[config.mk]
export PLATFORM = sky130hd
export DESIGN_NAME = cvd_sequencer
export DESIGN_NICKNAME = d
export VERILOG_FILES = /design/src/inc/cvd_pkg.sv /design/src/logic/cvd_sequencer.sv
export SDC_FILE = /design/constraint.sdc
export NUM_CORES = 1
export LEC_CHECK = 0
export BUFFER_PORTS_ARGS = -buffer_cell sky130_fd_sc_hd__buf_4
export CORE_UTILIZATION = 61
export DETAILED_ROUTE_END_ITERATION = 6
export GPL_ROUTABILITY_DRIVEN = 0
export PLACE_DENSITY = 0.86
export SYNTH_ARGS = -nofsm -noshare
export SYNTH_HDL_FRONTEND = slang
export SYNTH_SLANG_ARGS = --single-unit
[constraint.sdc]
create_clock -name clk_i -period 6.95 [get_ports clk_i]
set_clock_uncertainty 0.15 [all_clocks]
set_input_delay 0 -clock clk_i [delete_from_list [all_inputs] [get_ports clk_i]]
set_output_delay 0 -clock clk_i [all_outputs]
set_load 0.1 [all_outputs]
[src/inc/cvd_pkg.sv]
package cvd_pkg;
  // Register indexes; the byte address on the bus is four times the index.
  localparam logic [11:0] IDX_CON0 = 12'h711;
  localparam logic [11:0] IDX_CON1 = 12'h712;
  localparam logic [11:0] IDX_CON2 = 12'h713;
  localparam logic [11:0] IDX_CON3 = 12'h714;
  localparam logic [11:0] IDX_STAT = 12'h715;
  localparam logic [11:0] IDX_PRE = 12'h716;
  localparam logic [11:0] IDX_ACQ = 12'h717;
  localparam logic [11:0] IDX_GRD = 12'h718;
  localparam logic [11:0] IDX_CAP = 12'h719;
  localparam logic [11:0] IDX_RES0L = 12'h71A;
  localparam logic [11:0] IDX_RES0H = 12'h71B;
  localparam logic [11:0] IDX_RES1L = 12'h71C;
  localparam logic [11:0] IDX_RES1H = 12'h71D;
  localparam logic [11:0] IDX_CH = 12'h71E;
  localparam logic [11:0] IDX_SHARED = 12'h71F;
  // Legacy converter registers in the low bank.
  localparam logic [11:0] IDX_L_CON0 = 12'h09D;
  localparam logic [11:0] IDX_L_CON1 = 12'h09E;
  localparam logic [11:0] IDX_L_CON2 = 12'h09F;
  localparam logic [11:0] IDX_L_RES0L = 12'h09B;
  localparam logic [11:0] IDX_L_RES0H = 12'h09C;
  // Field positions.
  localparam int CON0_ON = 0;
  localparam int CON0_GO = 1;
  localparam int CON0_CHS_LSB = 2;
  localparam int CON0_CHS_MSB = 6;
  localparam int CON2_TRIG_EN = 0;
  localparam int CON3_INV = 0;
  localparam int CON3_IPOL = 1;
  localparam int CON3_EPOL = 5;
  localparam int CON3_DSE = 6;
  localparam int GRD_POL = 0;
  localparam int GRD_B_EN = 6;
  localparam int GRD_A_EN = 7;
  localparam int SH_GO = 0;
  localparam int SH_FLAG = 1;
  localparam int TIME_MSB = 6;
  localparam int CAP_MSB = 3;
  localparam int RES_BITS = 10;
  // Timing in clock cycles.
  localparam logic [6:0] CNT_ONE = 7'h01;
  localparam logic [6:0] GAP_CYCLES = 7'h02;
  // Stage codes shown in the status register.
  localparam logic [2:0] STG_IDLE = 3'h0;
  localparam logic [2:0] STG_PRE = 3'h1;
  localparam logic [2:0] STG_ACQ = 3'h2;
  localparam logic [2:0] STG_CONV = 3'h3;
  localparam logic [2:0] STG_GAP = 3'h4;
  localparam logic [7:0] REG_RST = 8'h00;

  typedef enum logic [2:0] {S_IDLE, S_PRE, S_ACQ, S_CONV, S_GAP} cvd_state_t;

  typedef struct packed {
    logic hold_tie;
    logic hold_level;
    logic mux_open;
    logic sample_conn;
    logic [3:0] extra_cap;
  } cvd_hold_t;

  typedef struct packed {
    logic [4:0] chan_sel;
    logic chan_conn;
    logic [7:0] sec_conn;
  } cvd_route_t;

  typedef struct packed {
    logic level;
    logic oe_n;
  } cvd_pin_t;
endpackage

[src/logic/cvd_sequencer.sv]
`timescale 1ns/1ps
// Summary of operation
// - At the end of the run (its last conversion) clear the start/busy bit, and the shared bit if used.
// - Each finished conversion sets the done flag.
// - Each finished conversion loads the result registers.
// - Clearing busy early stops the run; in the conversion stage it also stores a partial result, gaps filled with last bit.
// - Reset returns every register to reset, turning off and aborting.
// - With double sampling, each start request yields two conversions.
// - In double sampling busy stays set until the second conversion ends.
// - Without invert, both conversions use identical polarities.
// - First result goes to set 0, second to set 1.
// - Second conversion begins two cycles after the first ends.
// - With invert, second conversion inverts external, internal and guard polarity only.
// - Two guard outputs, each with own enable, polarity from guard polarity bit.
// - Guards drive continuously while enabled and the converter is on.
// - Guards take polarity at precharge start and toggle at acquisition start.
// - With double sampling and invert, second-phase guard levels are inverted.
// - A 4-bit field adds hold capacitance, removed during conversion.
// - Each secondary channel bit connects that channel to the sampling bus.
// - Secondary channels are inputs but copy the primary precharge drive.
// - Channels connect as soon as select bits are written.
// - Legacy low-bank addresses alias control registers CON0-CON2 and the result-set-0 registers.
// - A status register shows the current sequencer stage.
// - Non-zero precharge count inserts that many precharge cycles; zero skips.
// - Precharge ties hold capacitor, opens mux, drives pin to external polarity.
// - Non-zero acquisition count runs acquisition with drivers off, channel connected.
// - A conversion halts when the converter on bit is cleared.
module cvd_sequencer (
  // Clock and reset
  input wire logic clk_i,
  input wire logic rst_i,
  // Wishbone slave
  input wire logic wb_cyc_i,
  input wire logic wb_stb_i,
  input wire logic wb_we_i,
  input wire logic [31:0] wb_adr_i,
  input wire logic [3:0] wb_sel_i,
  input wire logic [31:0] wb_dat_i,
  output logic [31:0] wb_dat_o,
  output logic wb_ack_o,
  // Start sources and comparator
  input wire logic trig_i,
  input wire logic cmp_i,
  // Analog front end
  output cvd_pkg::cvd_hold_t hold_o,
  output cvd_pkg::cvd_route_t route_o,
  output cvd_pkg::cvd_pin_t chan_pin_o,
  output logic [7:0] sec_pin_level_o,
  output logic [7:0] sec_pin_oe_n_o,
  // Guard outputs
  output cvd_pkg::cvd_pin_t guard_a_o,
  output cvd_pkg::cvd_pin_t guard_b_o,
  // Status
  output logic conv_done_flag_o,
  output logic busy_o
);
  logic [7:0] con0_r, con1_r, con2_r, con3_r, pre_r, acq_r, grd_r, cap_r, ch_r;
  logic [cvd_pkg::RES_BITS-1:0] res0_r, res1_r, sar_r, sar_full, partial_res;
  logic shared_go_r, flag_r, ack_r, second_r, second_nxt, guard_lvl_r, guard_lvl_nxt;
  logic cmp_m_r, cmp_s_r;
  logic [31:0] dat_r;
  logic [6:0] cnt_r;
  cvd_pkg::cvd_state_t state_r, state_nxt;
  logic [11:0] idx;
  logic req, wr, start_req, abort, halt, conv_done, run_end, inv, inv_nxt;
  logic eff_ext_nxt, eff_int_nxt, eff_grd_nxt, eff_grd;
  logic [7:0] wd, rd;

  function automatic logic [11:0] map_idx(input logic [11:0] a);
    case (a)
      cvd_pkg::IDX_L_CON0: map_idx = cvd_pkg::IDX_CON0;
      cvd_pkg::IDX_L_CON1: map_idx = cvd_pkg::IDX_CON1;
      cvd_pkg::IDX_L_CON2: map_idx = cvd_pkg::IDX_CON2;
      cvd_pkg::IDX_L_RES0L: map_idx = cvd_pkg::IDX_RES0L;
      cvd_pkg::IDX_L_RES0H: map_idx = cvd_pkg::IDX_RES0H;
      default: map_idx = a;
    endcase
  endfunction

  // Bits at and below position k were never resolved; they repeat the last resolved bit.
  function automatic logic [cvd_pkg::RES_BITS-1:0] fill_partial(
    input logic [cvd_pkg::RES_BITS-1:0] sar, input logic [6:0] k);
    logic fillv;
    fill_partial = '0;
    fillv = (int'(k) == cvd_pkg::RES_BITS - 1) ? 1'b0 : sar[0];
    for (int p = 0; p < cvd_pkg::RES_BITS; p++) begin
      if (p > int'(k)) begin
        fill_partial[p] = sar[p - int'(k) - 1];
      end else begin
        fill_partial[p] = fillv;
      end
    end
  endfunction

  function automatic cvd_pkg::cvd_state_t first_stage(input logic [7:0] p, input logic [7:0] a);
    if (p[cvd_pkg::TIME_MSB:0] != '0) begin
      first_stage = cvd_pkg::S_PRE;
    end else if (a[cvd_pkg::TIME_MSB:0] != '0) begin
      first_stage = cvd_pkg::S_ACQ;
    end else begin
      first_stage = cvd_pkg::S_CONV;
    end
  endfunction

  function automatic logic [2:0] stage_code(input cvd_pkg::cvd_state_t s);
    case (s)
      cvd_pkg::S_PRE: stage_code = cvd_pkg::STG_PRE;
      cvd_pkg::S_ACQ: stage_code = cvd_pkg::STG_ACQ;
      cvd_pkg::S_CONV: stage_code = cvd_pkg::STG_CONV;
      cvd_pkg::S_GAP: stage_code = cvd_pkg::STG_GAP;
      default: stage_code = cvd_pkg::STG_IDLE;
    endcase
  endfunction

  // Bus decode; both banks reach the same storage.
  assign idx = map_idx(wb_adr_i[13:2]);
  assign req = wb_cyc_i & wb_stb_i;
  assign wr = req & wb_we_i & ack_r & wb_sel_i[0];
  assign wd = wb_dat_i[7:0];

  // The comparator is analog-timed, so it is synchronised before the SAR reads it.
  always_ff @(posedge clk_i) begin
    if (rst_i) begin
      cmp_m_r <= 1'b0;
      cmp_s_r <= 1'b0;
    end else begin
      cmp_m_r <= cmp_i;
      cmp_s_r <= cmp_m_r;
    end
  end

  assign start_req = (state_r == cvd_pkg::S_IDLE) && con0_r[cvd_pkg::CON0_ON] &&
      ((wr && idx == cvd_pkg::IDX_CON0 && wd[cvd_pkg::CON0_GO]) ||
       (wr && idx == cvd_pkg::IDX_SHARED && wd[cvd_pkg::SH_GO]) ||
       (trig_i && con2_r[cvd_pkg::CON2_TRIG_EN]));
  assign abort = (state_r != cvd_pkg::S_IDLE) &&
      ((wr && idx == cvd_pkg::IDX_CON0 && !wd[cvd_pkg::CON0_GO]) ||
       (wr && idx == cvd_pkg::IDX_SHARED && shared_go_r && !wd[cvd_pkg::SH_GO]));
  assign halt = (state_r != cvd_pkg::S_IDLE) && !con0_r[cvd_pkg::CON0_ON];
  assign conv_done = (state_r == cvd_pkg::S_CONV) && (cnt_r == '0) && !abort && !halt;
  assign run_end = (conv_done && !(con3_r[cvd_pkg::CON3_DSE] && !second_r)) ||
      abort || halt;
  assign sar_full = {sar_r[cvd_pkg::RES_BITS-2:0], cmp_s_r};
  assign partial_res = fill_partial(sar_r, cnt_r);

  always_comb begin
    state_nxt = state_r;
    case (state_r)
      cvd_pkg::S_IDLE: begin
        if (start_req) begin
          state_nxt = first_stage(pre_r, acq_r);
        end
      end
      cvd_pkg::S_PRE: begin
        if (cnt_r == '0) begin
          state_nxt = (acq_r[cvd_pkg::TIME_MSB:0] != '0) ? cvd_pkg::S_ACQ : cvd_pkg::S_CONV;
        end
      end
      cvd_pkg::S_ACQ: begin
        if (cnt_r == '0) begin
          state_nxt = cvd_pkg::S_CONV;
        end
      end
      cvd_pkg::S_CONV: begin
        if (cnt_r == '0) begin
          state_nxt = run_end ? cvd_pkg::S_IDLE : cvd_pkg::S_GAP;
        end
      end
      cvd_pkg::S_GAP: begin
        if (cnt_r == '0) begin
          state_nxt = first_stage(pre_r, acq_r);
        end
      end
      default: state_nxt = cvd_pkg::S_IDLE;
    endcase
    if (abort || halt) begin
      state_nxt = cvd_pkg::S_IDLE;
    end
  end

  always_ff @(posedge clk_i) begin
    if (rst_i) begin
      state_r <= cvd_pkg::S_IDLE;
      cnt_r <= '0;
      second_r <= 1'b0;
    end else begin
      state_r <= state_nxt;
      second_r <= second_nxt;
      if (state_nxt != state_r) begin
        case (state_nxt)
          cvd_pkg::S_PRE: cnt_r <= pre_r[cvd_pkg::TIME_MSB:0] - cvd_pkg::CNT_ONE;
          cvd_pkg::S_ACQ: cnt_r <= acq_r[cvd_pkg::TIME_MSB:0] - cvd_pkg::CNT_ONE;
          cvd_pkg::S_CONV: cnt_r <= 7'(cvd_pkg::RES_BITS - 1);
          cvd_pkg::S_GAP: cnt_r <= cvd_pkg::GAP_CYCLES - cvd_pkg::CNT_ONE;
          default: cnt_r <= '0;
        endcase
      end else if (cnt_r != '0) begin
        cnt_r <= cnt_r - cvd_pkg::CNT_ONE;
      end
    end
  end

  assign second_nxt = (state_nxt == cvd_pkg::S_GAP) ||
      (second_r && state_nxt != cvd_pkg::S_IDLE);

  // Successive approximation: one bit a cycle, most significant first.
  always_ff @(posedge clk_i) begin
    if (rst_i) begin
      sar_r <= '0;
    end else if (state_r == cvd_pkg::S_CONV) begin
      sar_r <= sar_full;
    end else begin
      sar_r <= '0;
    end
  end

  // Only the polarity actually used is inverted; the stored bits stay as written.
  assign inv = second_r && con3_r[cvd_pkg::CON3_DSE] && con3_r[cvd_pkg::CON3_INV];
  assign inv_nxt = second_nxt && con3_r[cvd_pkg::CON3_DSE] && con3_r[cvd_pkg::CON3_INV];
  assign eff_ext_nxt = con3_r[cvd_pkg::CON3_EPOL] ^ inv_nxt;
  assign eff_int_nxt = con3_r[cvd_pkg::CON3_IPOL] ^ inv_nxt;
  assign eff_grd_nxt = grd_r[cvd_pkg::GRD_POL] ^ inv_nxt;
  assign eff_grd = grd_r[cvd_pkg::GRD_POL] ^ inv;

  // Control registers; software writes, with the start/busy bit owned by the sequencer.
  always_ff @(posedge clk_i) begin
    if (rst_i) begin
      con0_r <= cvd_pkg::REG_RST;
      shared_go_r <= 1'b0;
    end else begin
      if (wr && idx == cvd_pkg::IDX_CON0) begin
        con0_r[cvd_pkg::CON0_CHS_MSB:cvd_pkg::CON0_CHS_LSB] <=
            wd[cvd_pkg::CON0_CHS_MSB:cvd_pkg::CON0_CHS_LSB];
        con0_r[cvd_pkg::CON0_ON] <= wd[cvd_pkg::CON0_ON];
      end
      if (run_end) begin
        con0_r[cvd_pkg::CON0_GO] <= 1'b0;
        shared_go_r <= 1'b0;
      end else if (start_req) begin
        con0_r[cvd_pkg::CON0_GO] <= 1'b1;
        shared_go_r <= wr && idx == cvd_pkg::IDX_SHARED;
      end
    end
  end

  always_ff @(posedge clk_i) begin
    if (rst_i) begin
      con1_r <= cvd_pkg::REG_RST;
      con2_r <= cvd_pkg::REG_RST;
      con3_r <= cvd_pkg::REG_RST;
      pre_r <= cvd_pkg::REG_RST;
      acq_r <= cvd_pkg::REG_RST;
      grd_r <= cvd_pkg::REG_RST;
      cap_r <= cvd_pkg::REG_RST;
      ch_r <= cvd_pkg::REG_RST;
    end else if (wr) begin
      case (idx)
        cvd_pkg::IDX_CON1: con1_r <= wd;
        cvd_pkg::IDX_CON2: con2_r <= wd;
        cvd_pkg::IDX_CON3: con3_r <= wd;
        cvd_pkg::IDX_PRE: pre_r <= {1'b0, wd[cvd_pkg::TIME_MSB:0]};
        cvd_pkg::IDX_ACQ: acq_r <= {1'b0, wd[cvd_pkg::TIME_MSB:0]};
        cvd_pkg::IDX_GRD: grd_r <= wd;
        cvd_pkg::IDX_CAP: cap_r <= {4'h0, wd[cvd_pkg::CAP_MSB:0]};
        cvd_pkg::IDX_CH: ch_r <= wd;
        default: ;
      endcase
    end
  end

  // Hardware result updates win over a software write in the same cycle.
  always_ff @(posedge clk_i) begin
    if (rst_i) begin
      res0_r <= '0;
      res1_r <= '0;
    end else if (conv_done) begin
      if (second_r) begin
        res1_r <= sar_full;
      end else begin
        res0_r <= sar_full;
      end
    end else if (abort && state_r == cvd_pkg::S_CONV) begin
      if (second_r) begin
        res1_r <= partial_res;
      end else begin
        res0_r <= partial_res;
      end
    end else if (wr) begin
      case (idx)
        cvd_pkg::IDX_RES0L: res0_r[7:0] <= wd;
        cvd_pkg::IDX_RES0H: res0_r[cvd_pkg::RES_BITS-1:8] <= wd[cvd_pkg::RES_BITS-9:0];
        cvd_pkg::IDX_RES1L: res1_r[7:0] <= wd;
        cvd_pkg::IDX_RES1H: res1_r[cvd_pkg::RES_BITS-1:8] <= wd[cvd_pkg::RES_BITS-9:0];
        default: ;
      endcase
    end
  end

  // Done flag: a new completion wins over a write-one-to-clear in the same cycle.
  always_ff @(posedge clk_i) begin
    if (rst_i) begin
      flag_r <= 1'b0;
    end else if (conv_done) begin
      flag_r <= 1'b1;
    end else if (wr && idx == cvd_pkg::IDX_SHARED && wd[cvd_pkg::SH_FLAG]) begin
      flag_r <= 1'b0;
    end
  end

  always_comb begin
    case (idx)
      cvd_pkg::IDX_CON0: rd = con0_r;
      cvd_pkg::IDX_CON1: rd = con1_r;
      cvd_pkg::IDX_CON2: rd = con2_r;
      cvd_pkg::IDX_CON3: rd = con3_r;
      cvd_pkg::IDX_STAT: rd = {4'h0, second_r, stage_code(state_r)};
      cvd_pkg::IDX_PRE: rd = pre_r;
      cvd_pkg::IDX_ACQ: rd = acq_r;
      cvd_pkg::IDX_GRD: rd = grd_r;
      cvd_pkg::IDX_CAP: rd = cap_r;
      cvd_pkg::IDX_RES0L: rd = res0_r[7:0];
      cvd_pkg::IDX_RES0H: rd = {6'h00, res0_r[cvd_pkg::RES_BITS-1:8]};
      cvd_pkg::IDX_RES1L: rd = res1_r[7:0];
      cvd_pkg::IDX_RES1H: rd = {6'h00, res1_r[cvd_pkg::RES_BITS-1:8]};
      cvd_pkg::IDX_CH: rd = ch_r;
      cvd_pkg::IDX_SHARED: rd = {6'h00, flag_r, shared_go_r};
      default: rd = 8'h00;
    endcase
  end

  // Every access, mapped or not, is acknowledged one cycle after the strobe.
  always_ff @(posedge clk_i) begin
    if (rst_i) begin
      ack_r <= 1'b0;
      dat_r <= 32'h0000_0000;
    end else begin
      ack_r <= req && !ack_r;
      if (req && !ack_r) begin
        dat_r <= {24'h00_0000, rd};
      end
    end
  end

  // Front-end controls are registered from the next state so they line up with it.
  always_ff @(posedge clk_i) begin
    if (rst_i) begin
      hold_o <= '0;
      route_o <= '0;
      chan_pin_o <= '{level: 1'b0, oe_n: 1'b1};
      sec_pin_level_o <= 8'h00;
      sec_pin_oe_n_o <= 8'hFF;
    end else begin
      hold_o.hold_tie <= state_nxt == cvd_pkg::S_PRE;
      hold_o.hold_level <= eff_int_nxt;
      hold_o.mux_open <= state_nxt == cvd_pkg::S_PRE;
      hold_o.sample_conn <= con0_r[cvd_pkg::CON0_ON] && state_nxt != cvd_pkg::S_PRE &&
          state_nxt != cvd_pkg::S_CONV;
      hold_o.extra_cap <= (state_nxt == cvd_pkg::S_CONV) ? 4'h0 :
          cap_r[cvd_pkg::CAP_MSB:0];
      route_o.chan_sel <= con0_r[cvd_pkg::CON0_CHS_MSB:cvd_pkg::CON0_CHS_LSB];
      route_o.chan_conn <= con0_r[cvd_pkg::CON0_ON] && state_nxt != cvd_pkg::S_PRE;
      route_o.sec_conn <= ch_r & {8{con0_r[cvd_pkg::CON0_ON] &&
          state_nxt != cvd_pkg::S_PRE}};
      chan_pin_o.level <= eff_ext_nxt;
      chan_pin_o.oe_n <= state_nxt != cvd_pkg::S_PRE;
      sec_pin_level_o <= {8{eff_ext_nxt}};
      sec_pin_oe_n_o <= ~(ch_r & {8{state_nxt == cvd_pkg::S_PRE}});
    end
  end

  // Guard level follows the phase boundaries and holds between runs.
  always_comb begin
    guard_lvl_nxt = guard_lvl_r;
    if (state_nxt == cvd_pkg::S_PRE && state_r != cvd_pkg::S_PRE) begin
      guard_lvl_nxt = eff_grd_nxt;
    end else if (state_nxt == cvd_pkg::S_ACQ && state_r != cvd_pkg::S_ACQ) begin
      guard_lvl_nxt = !eff_grd_nxt;
    end
  end

  always_ff @(posedge clk_i) begin
    if (rst_i) begin
      guard_lvl_r <= 1'b0;
    end else begin
      guard_lvl_r <= guard_lvl_nxt;
    end
  end

  // The pins take the next level so they switch with the phase, not a cycle after it.

  always_ff @(posedge clk_i) begin
    if (rst_i) begin
      guard_a_o <= '{level: 1'b0, oe_n: 1'b1};
      guard_b_o <= '{level: 1'b0, oe_n: 1'b1};
    end else begin
      guard_a_o.level <= guard_lvl_nxt;
      guard_b_o.level <= guard_lvl_nxt;
      guard_a_o.oe_n <= !(con0_r[cvd_pkg::CON0_ON] && grd_r[cvd_pkg::GRD_A_EN]);
      guard_b_o.oe_n <= !(con0_r[cvd_pkg::CON0_ON] && grd_r[cvd_pkg::GRD_B_EN]);
    end
  end

  assign wb_ack_o = ack_r;
  assign wb_dat_o = dat_r;
  assign conv_done_flag_o = flag_r;
  assign busy_o = con0_r[cvd_pkg::CON0_GO];
endmodule
==> flow_summary_export.csv <==
group,metric,value,unit
outcome,status,"finished with violations",
outcome,violations,"DRC",
power_and_ir_drop,pwr_density_cell,274,nW/um2
layout,n_antenna_cell,0,
detailed_routing,drcViolationCount,1,
power_and_ir_drop,irDropWorstVdd,146,uV
die,die_h,119,um
synthesis,ys_warn_count,0,
synthesis,synth_edf_count,0,
layout,drive_above_1_share,0.140,
die,coreArea,13300,um2
timing,max-slew-margin-rel,0.189,
clock_network,htree_levels,4,
global_route,grt_start_max_net_pins,72,
synthesis,synth_ff_type,"dfxtp_1",
detailed_routing,dr.pass1.iters,7,
global_route,grt_util_all_layers,0.348,
power_and_ir_drop,internal-power,1740,uW
layout,n_fill_cell,1032,
synthesis,yosysUniqueCellTypes,80,
synthesis,synth_seq_cells,153,
worst_setup_path,worstReg2RegStart,"cnt_r[0]$_SDFFE_PP0P_",
clock_network,path_clk_slew,0.06,ns
min_path,min_from,"trig_i",
die,rows,42,
synthesis,syn-cell-area,8350,um2
clock_network,post_cts_buffers,0,
detailed_routing,highest_layer,"met4",
worst_setup_path,crit_fanout,15,
power_and_ir_drop,power.switching,877,uW
power_and_ir_drop,seqPwrFrac,0.351,
layout,nets,1146,
place,dpl.hpwl,16.8,mm
synthesis,ys_seq_area_frac,0.367,
die,start_util,0.628,
timing,max_freq,0.246,GHz
global_route,antenna_found_initial,0,
min_path,worstHoldPathType,"in2reg",
detailed_routing,routedWlPerCell,19.8,um
place,port_buffers,82,
clock_network,postCtsHoldBufs,14,
worst_setup_path,cp.arrival,4.20,ns
detailed_routing,met2_length,11.1,mm
clock_network,clock_sinks,153,
die,dieArea,14200,um2
global_route,grt_pass1_vias,7337,
timing,min_period_over_period,0.585,
power_and_ir_drop,p_leak,0.00372,uW
worst_setup_path,crit_path_start_kind,"register",
layout,area_growth,14.6,%
die,ios,154,
synthesis,netlist_instances,1004,
clock_network,clock_latency,0.43,ns
timing,maxSlewViolCount,0,
timing,postLayoutSetupSlackWorst,2.89,ns
detailed_routing,vias_per_cell,6.44,
global_route,grt_pass1_wl,38.5,mm
power_and_ir_drop,pwr-share-comb,0.271,
timing,fin_crit,4.06,ns
clock_network,ctsResizeCount,0,
timing,final.setup.tns,0,ns
clock_network,cts_tree,"done",
global_route,grt_overflow,0,
power_and_ir_drop,clockPowerShare,0.379,
detailed_routing,vias,7993,
detailed_routing,wl_met1,9.71,mm
synthesis,ys_async_sr_fraction,0,
timing,rsz0062_at_grt,"no",
clock_network,cts_buffer_depth,2,
worst_setup_path,worstSetupPathType,"reg2reg",
detailed_routing,finalWirelength,24.6,mm
clock_network,cts_made_buffers,17,
power_and_ir_drop,swShare,0.334,
worst_setup_path,critPathLaunch,"cnt_r[0]$_SDFFE_PP0P_",
detailed_routing,drt_iter0_markers,1134,
timing,finalSetupViolCount,0,
timing,tightest_slew,1.21,ns
worst_setup_path,required,7.08,ns
detailed_routing,postRouteAntennaNets,0,
detailed_routing,wl_met3,2.60,mm
clock_network,clock-root-buffer,"clkbuf_16",
timing,hold_viol_final,0,
place,dp_worst_setup_slack,3.03,ns
job,cap_violations,0,
worst_setup_path,cp-end-kind,"register",
synthesis,synth.avg_cell_area,8.32,um2
die,dieWidth,119,um
==> layout by cell type, fill, tap and decap left out, types with 12 or more instances in the layout <==
cell type / count
dfxtp_1: 153
nand2_1: 147
nor2_1: 117
buf_4: 85
a21oi_1: 71
mux2i_1: 63
conb_1: 24
o21ai_0: 23
nor3_1: 22
xnor2_1: 19
and2_1: 19
a211oi_1: 17
ha_1: 17
clkbuf_16: 17
nand3_1: 16
inv_1: 14
nor2b_1: 14
dlygate4sd3_1: 14
and3_1: 13
a22oi_1: 13
a31oi_1: 12
==> cells by family (layout without fill, tap and decap cells) <==
logic type | Yosys count | in the layout | share of synthesized area
compound gates | 230 | 230 | 0.193
mux | 70 | 70 | 0.0903
fa+ha+maj | 19 | 19 | 0.0280
other cells | 1 | 24 | 0.000449
xor+xnor | 30 | 30 | 0.0315
flops | 153 | 153 | 0.367
simple gates | 395 | 395 | 0.225
buf+inv | 106 | 145 | 0.0645
==> sequential cells by signal (all words and copies together) (netlist names), 8 cells and up <==
register / count
ch_r: 8
con1_r: 8
con2_r: 8
con3_r: 8
grd_r: 8
res0_r: 10
res1_r: 10
route_o: 14
sar_r: 10
sec_pin_oe_n_o: 8
wb_dat_o: 8
==> routing by layer <==
metal  GRT usage  vias to the layer above
met2       0.547                      551
met4       0.184                        0
li1            -                     3606
met3      0.0651                      108
met1       0.452                     3728
met5           0                        -
==> worst max-delay path, stage by stage, from the launching register on <==
cell and delay [ns]:
dfxtp_1 0.32, inv_1 0.40, ha_1 0.48, nand3_1 0.35, a211oi_1 0.30, nor3_1 0.11, o21ai_1 0.30, nand3_1 0.57
nor2_1 0.78, nand2_1 0.15
==> cell usage after synthesis, types with 8 or more instances <==
library cell  count  area share
nor2b_1          14       0.010
ha_1             17       0.025
xor2_1           11       0.012
nand2_1         147       0.066
buf_4            36       0.032
o31ai_1          11      0.0099
xnor2_1          19       0.020
o21ai_0          23       0.014
a211oi_1         17       0.015
nor3_1           22       0.013
a21oi_1          71       0.043
inv_1            14      0.0063
and3_1           13      0.0097
clkbuf_1         48       0.022
and2_1           19       0.014
dfxtp_1         153        0.37
a31oi_1          12      0.0090
a21o_1            8      0.0072
a22oi_1          13       0.012
nor2_1          117       0.053
mux2i_1          63       0.075
nand3_1          16      0.0096
==> metrics by stage <==
step,cells,instance area (um2),hold WS [ns],utilization,total power [uW]
2_1_floorplan,1027,8440,-0.0218,-,1500
3_3_place_gp,1197,8820,0.0593,0.663,1610
3_5_place_dp,1197,8820,0.0830,0.663,1620
4_1_cts,1242,9580,0.0116,0.720,2600
5_1_grt,1242,9580,0.0879,0.720,2720
6_report,1242,9580,0.0412,0.720,2620
==> path summary, 6_finish.rpt <==
kind	endpoint	depth (start not counted)	slack, ns
min reg2reg	guard_b_o[0]$_SDFF_PP1_	1	0.26
max reg2reg	sec_pin_oe_n_o[3]$_SDFF_PP1_	9	2.89
min	shared_go_r$_SDFFE_PP0P_	5	0.04
max	sec_pin_oe_n_o[3]$_SDFF_PP1_	9	2.89
==> area by class of cell <==
| type | instances | area, um2 | share of cell area |
|---|---|---|---|
| Inverter | 15 | 56.3 | 0.00588 |
| Multi-Input combinational cell | 768 | 4840 | 0.505 |
| Timing Repair Buffer | 99 | 778 | 0.0813 |
| Tap cell | 176 | 220 | 0.0230 |
| Clock buffer | 18 | 429 | 0.0448 |
| Clock inverter | 13 | 191 | 0.0200 |
| Sequential cell | 153 | 3060 | 0.320 |
==> power by group through the flow <==
stage,logic (uW),registers (uW),clock network [uW]
2_1_floorplan,574,929,0
3_3_place_gp,669,937,0
3_5_place_dp,685,938,0
4_1_cts,695,919,989
5_1_grt,775,922,1020
6_report,709,919,992
Power figures use the tool's default switching activity.
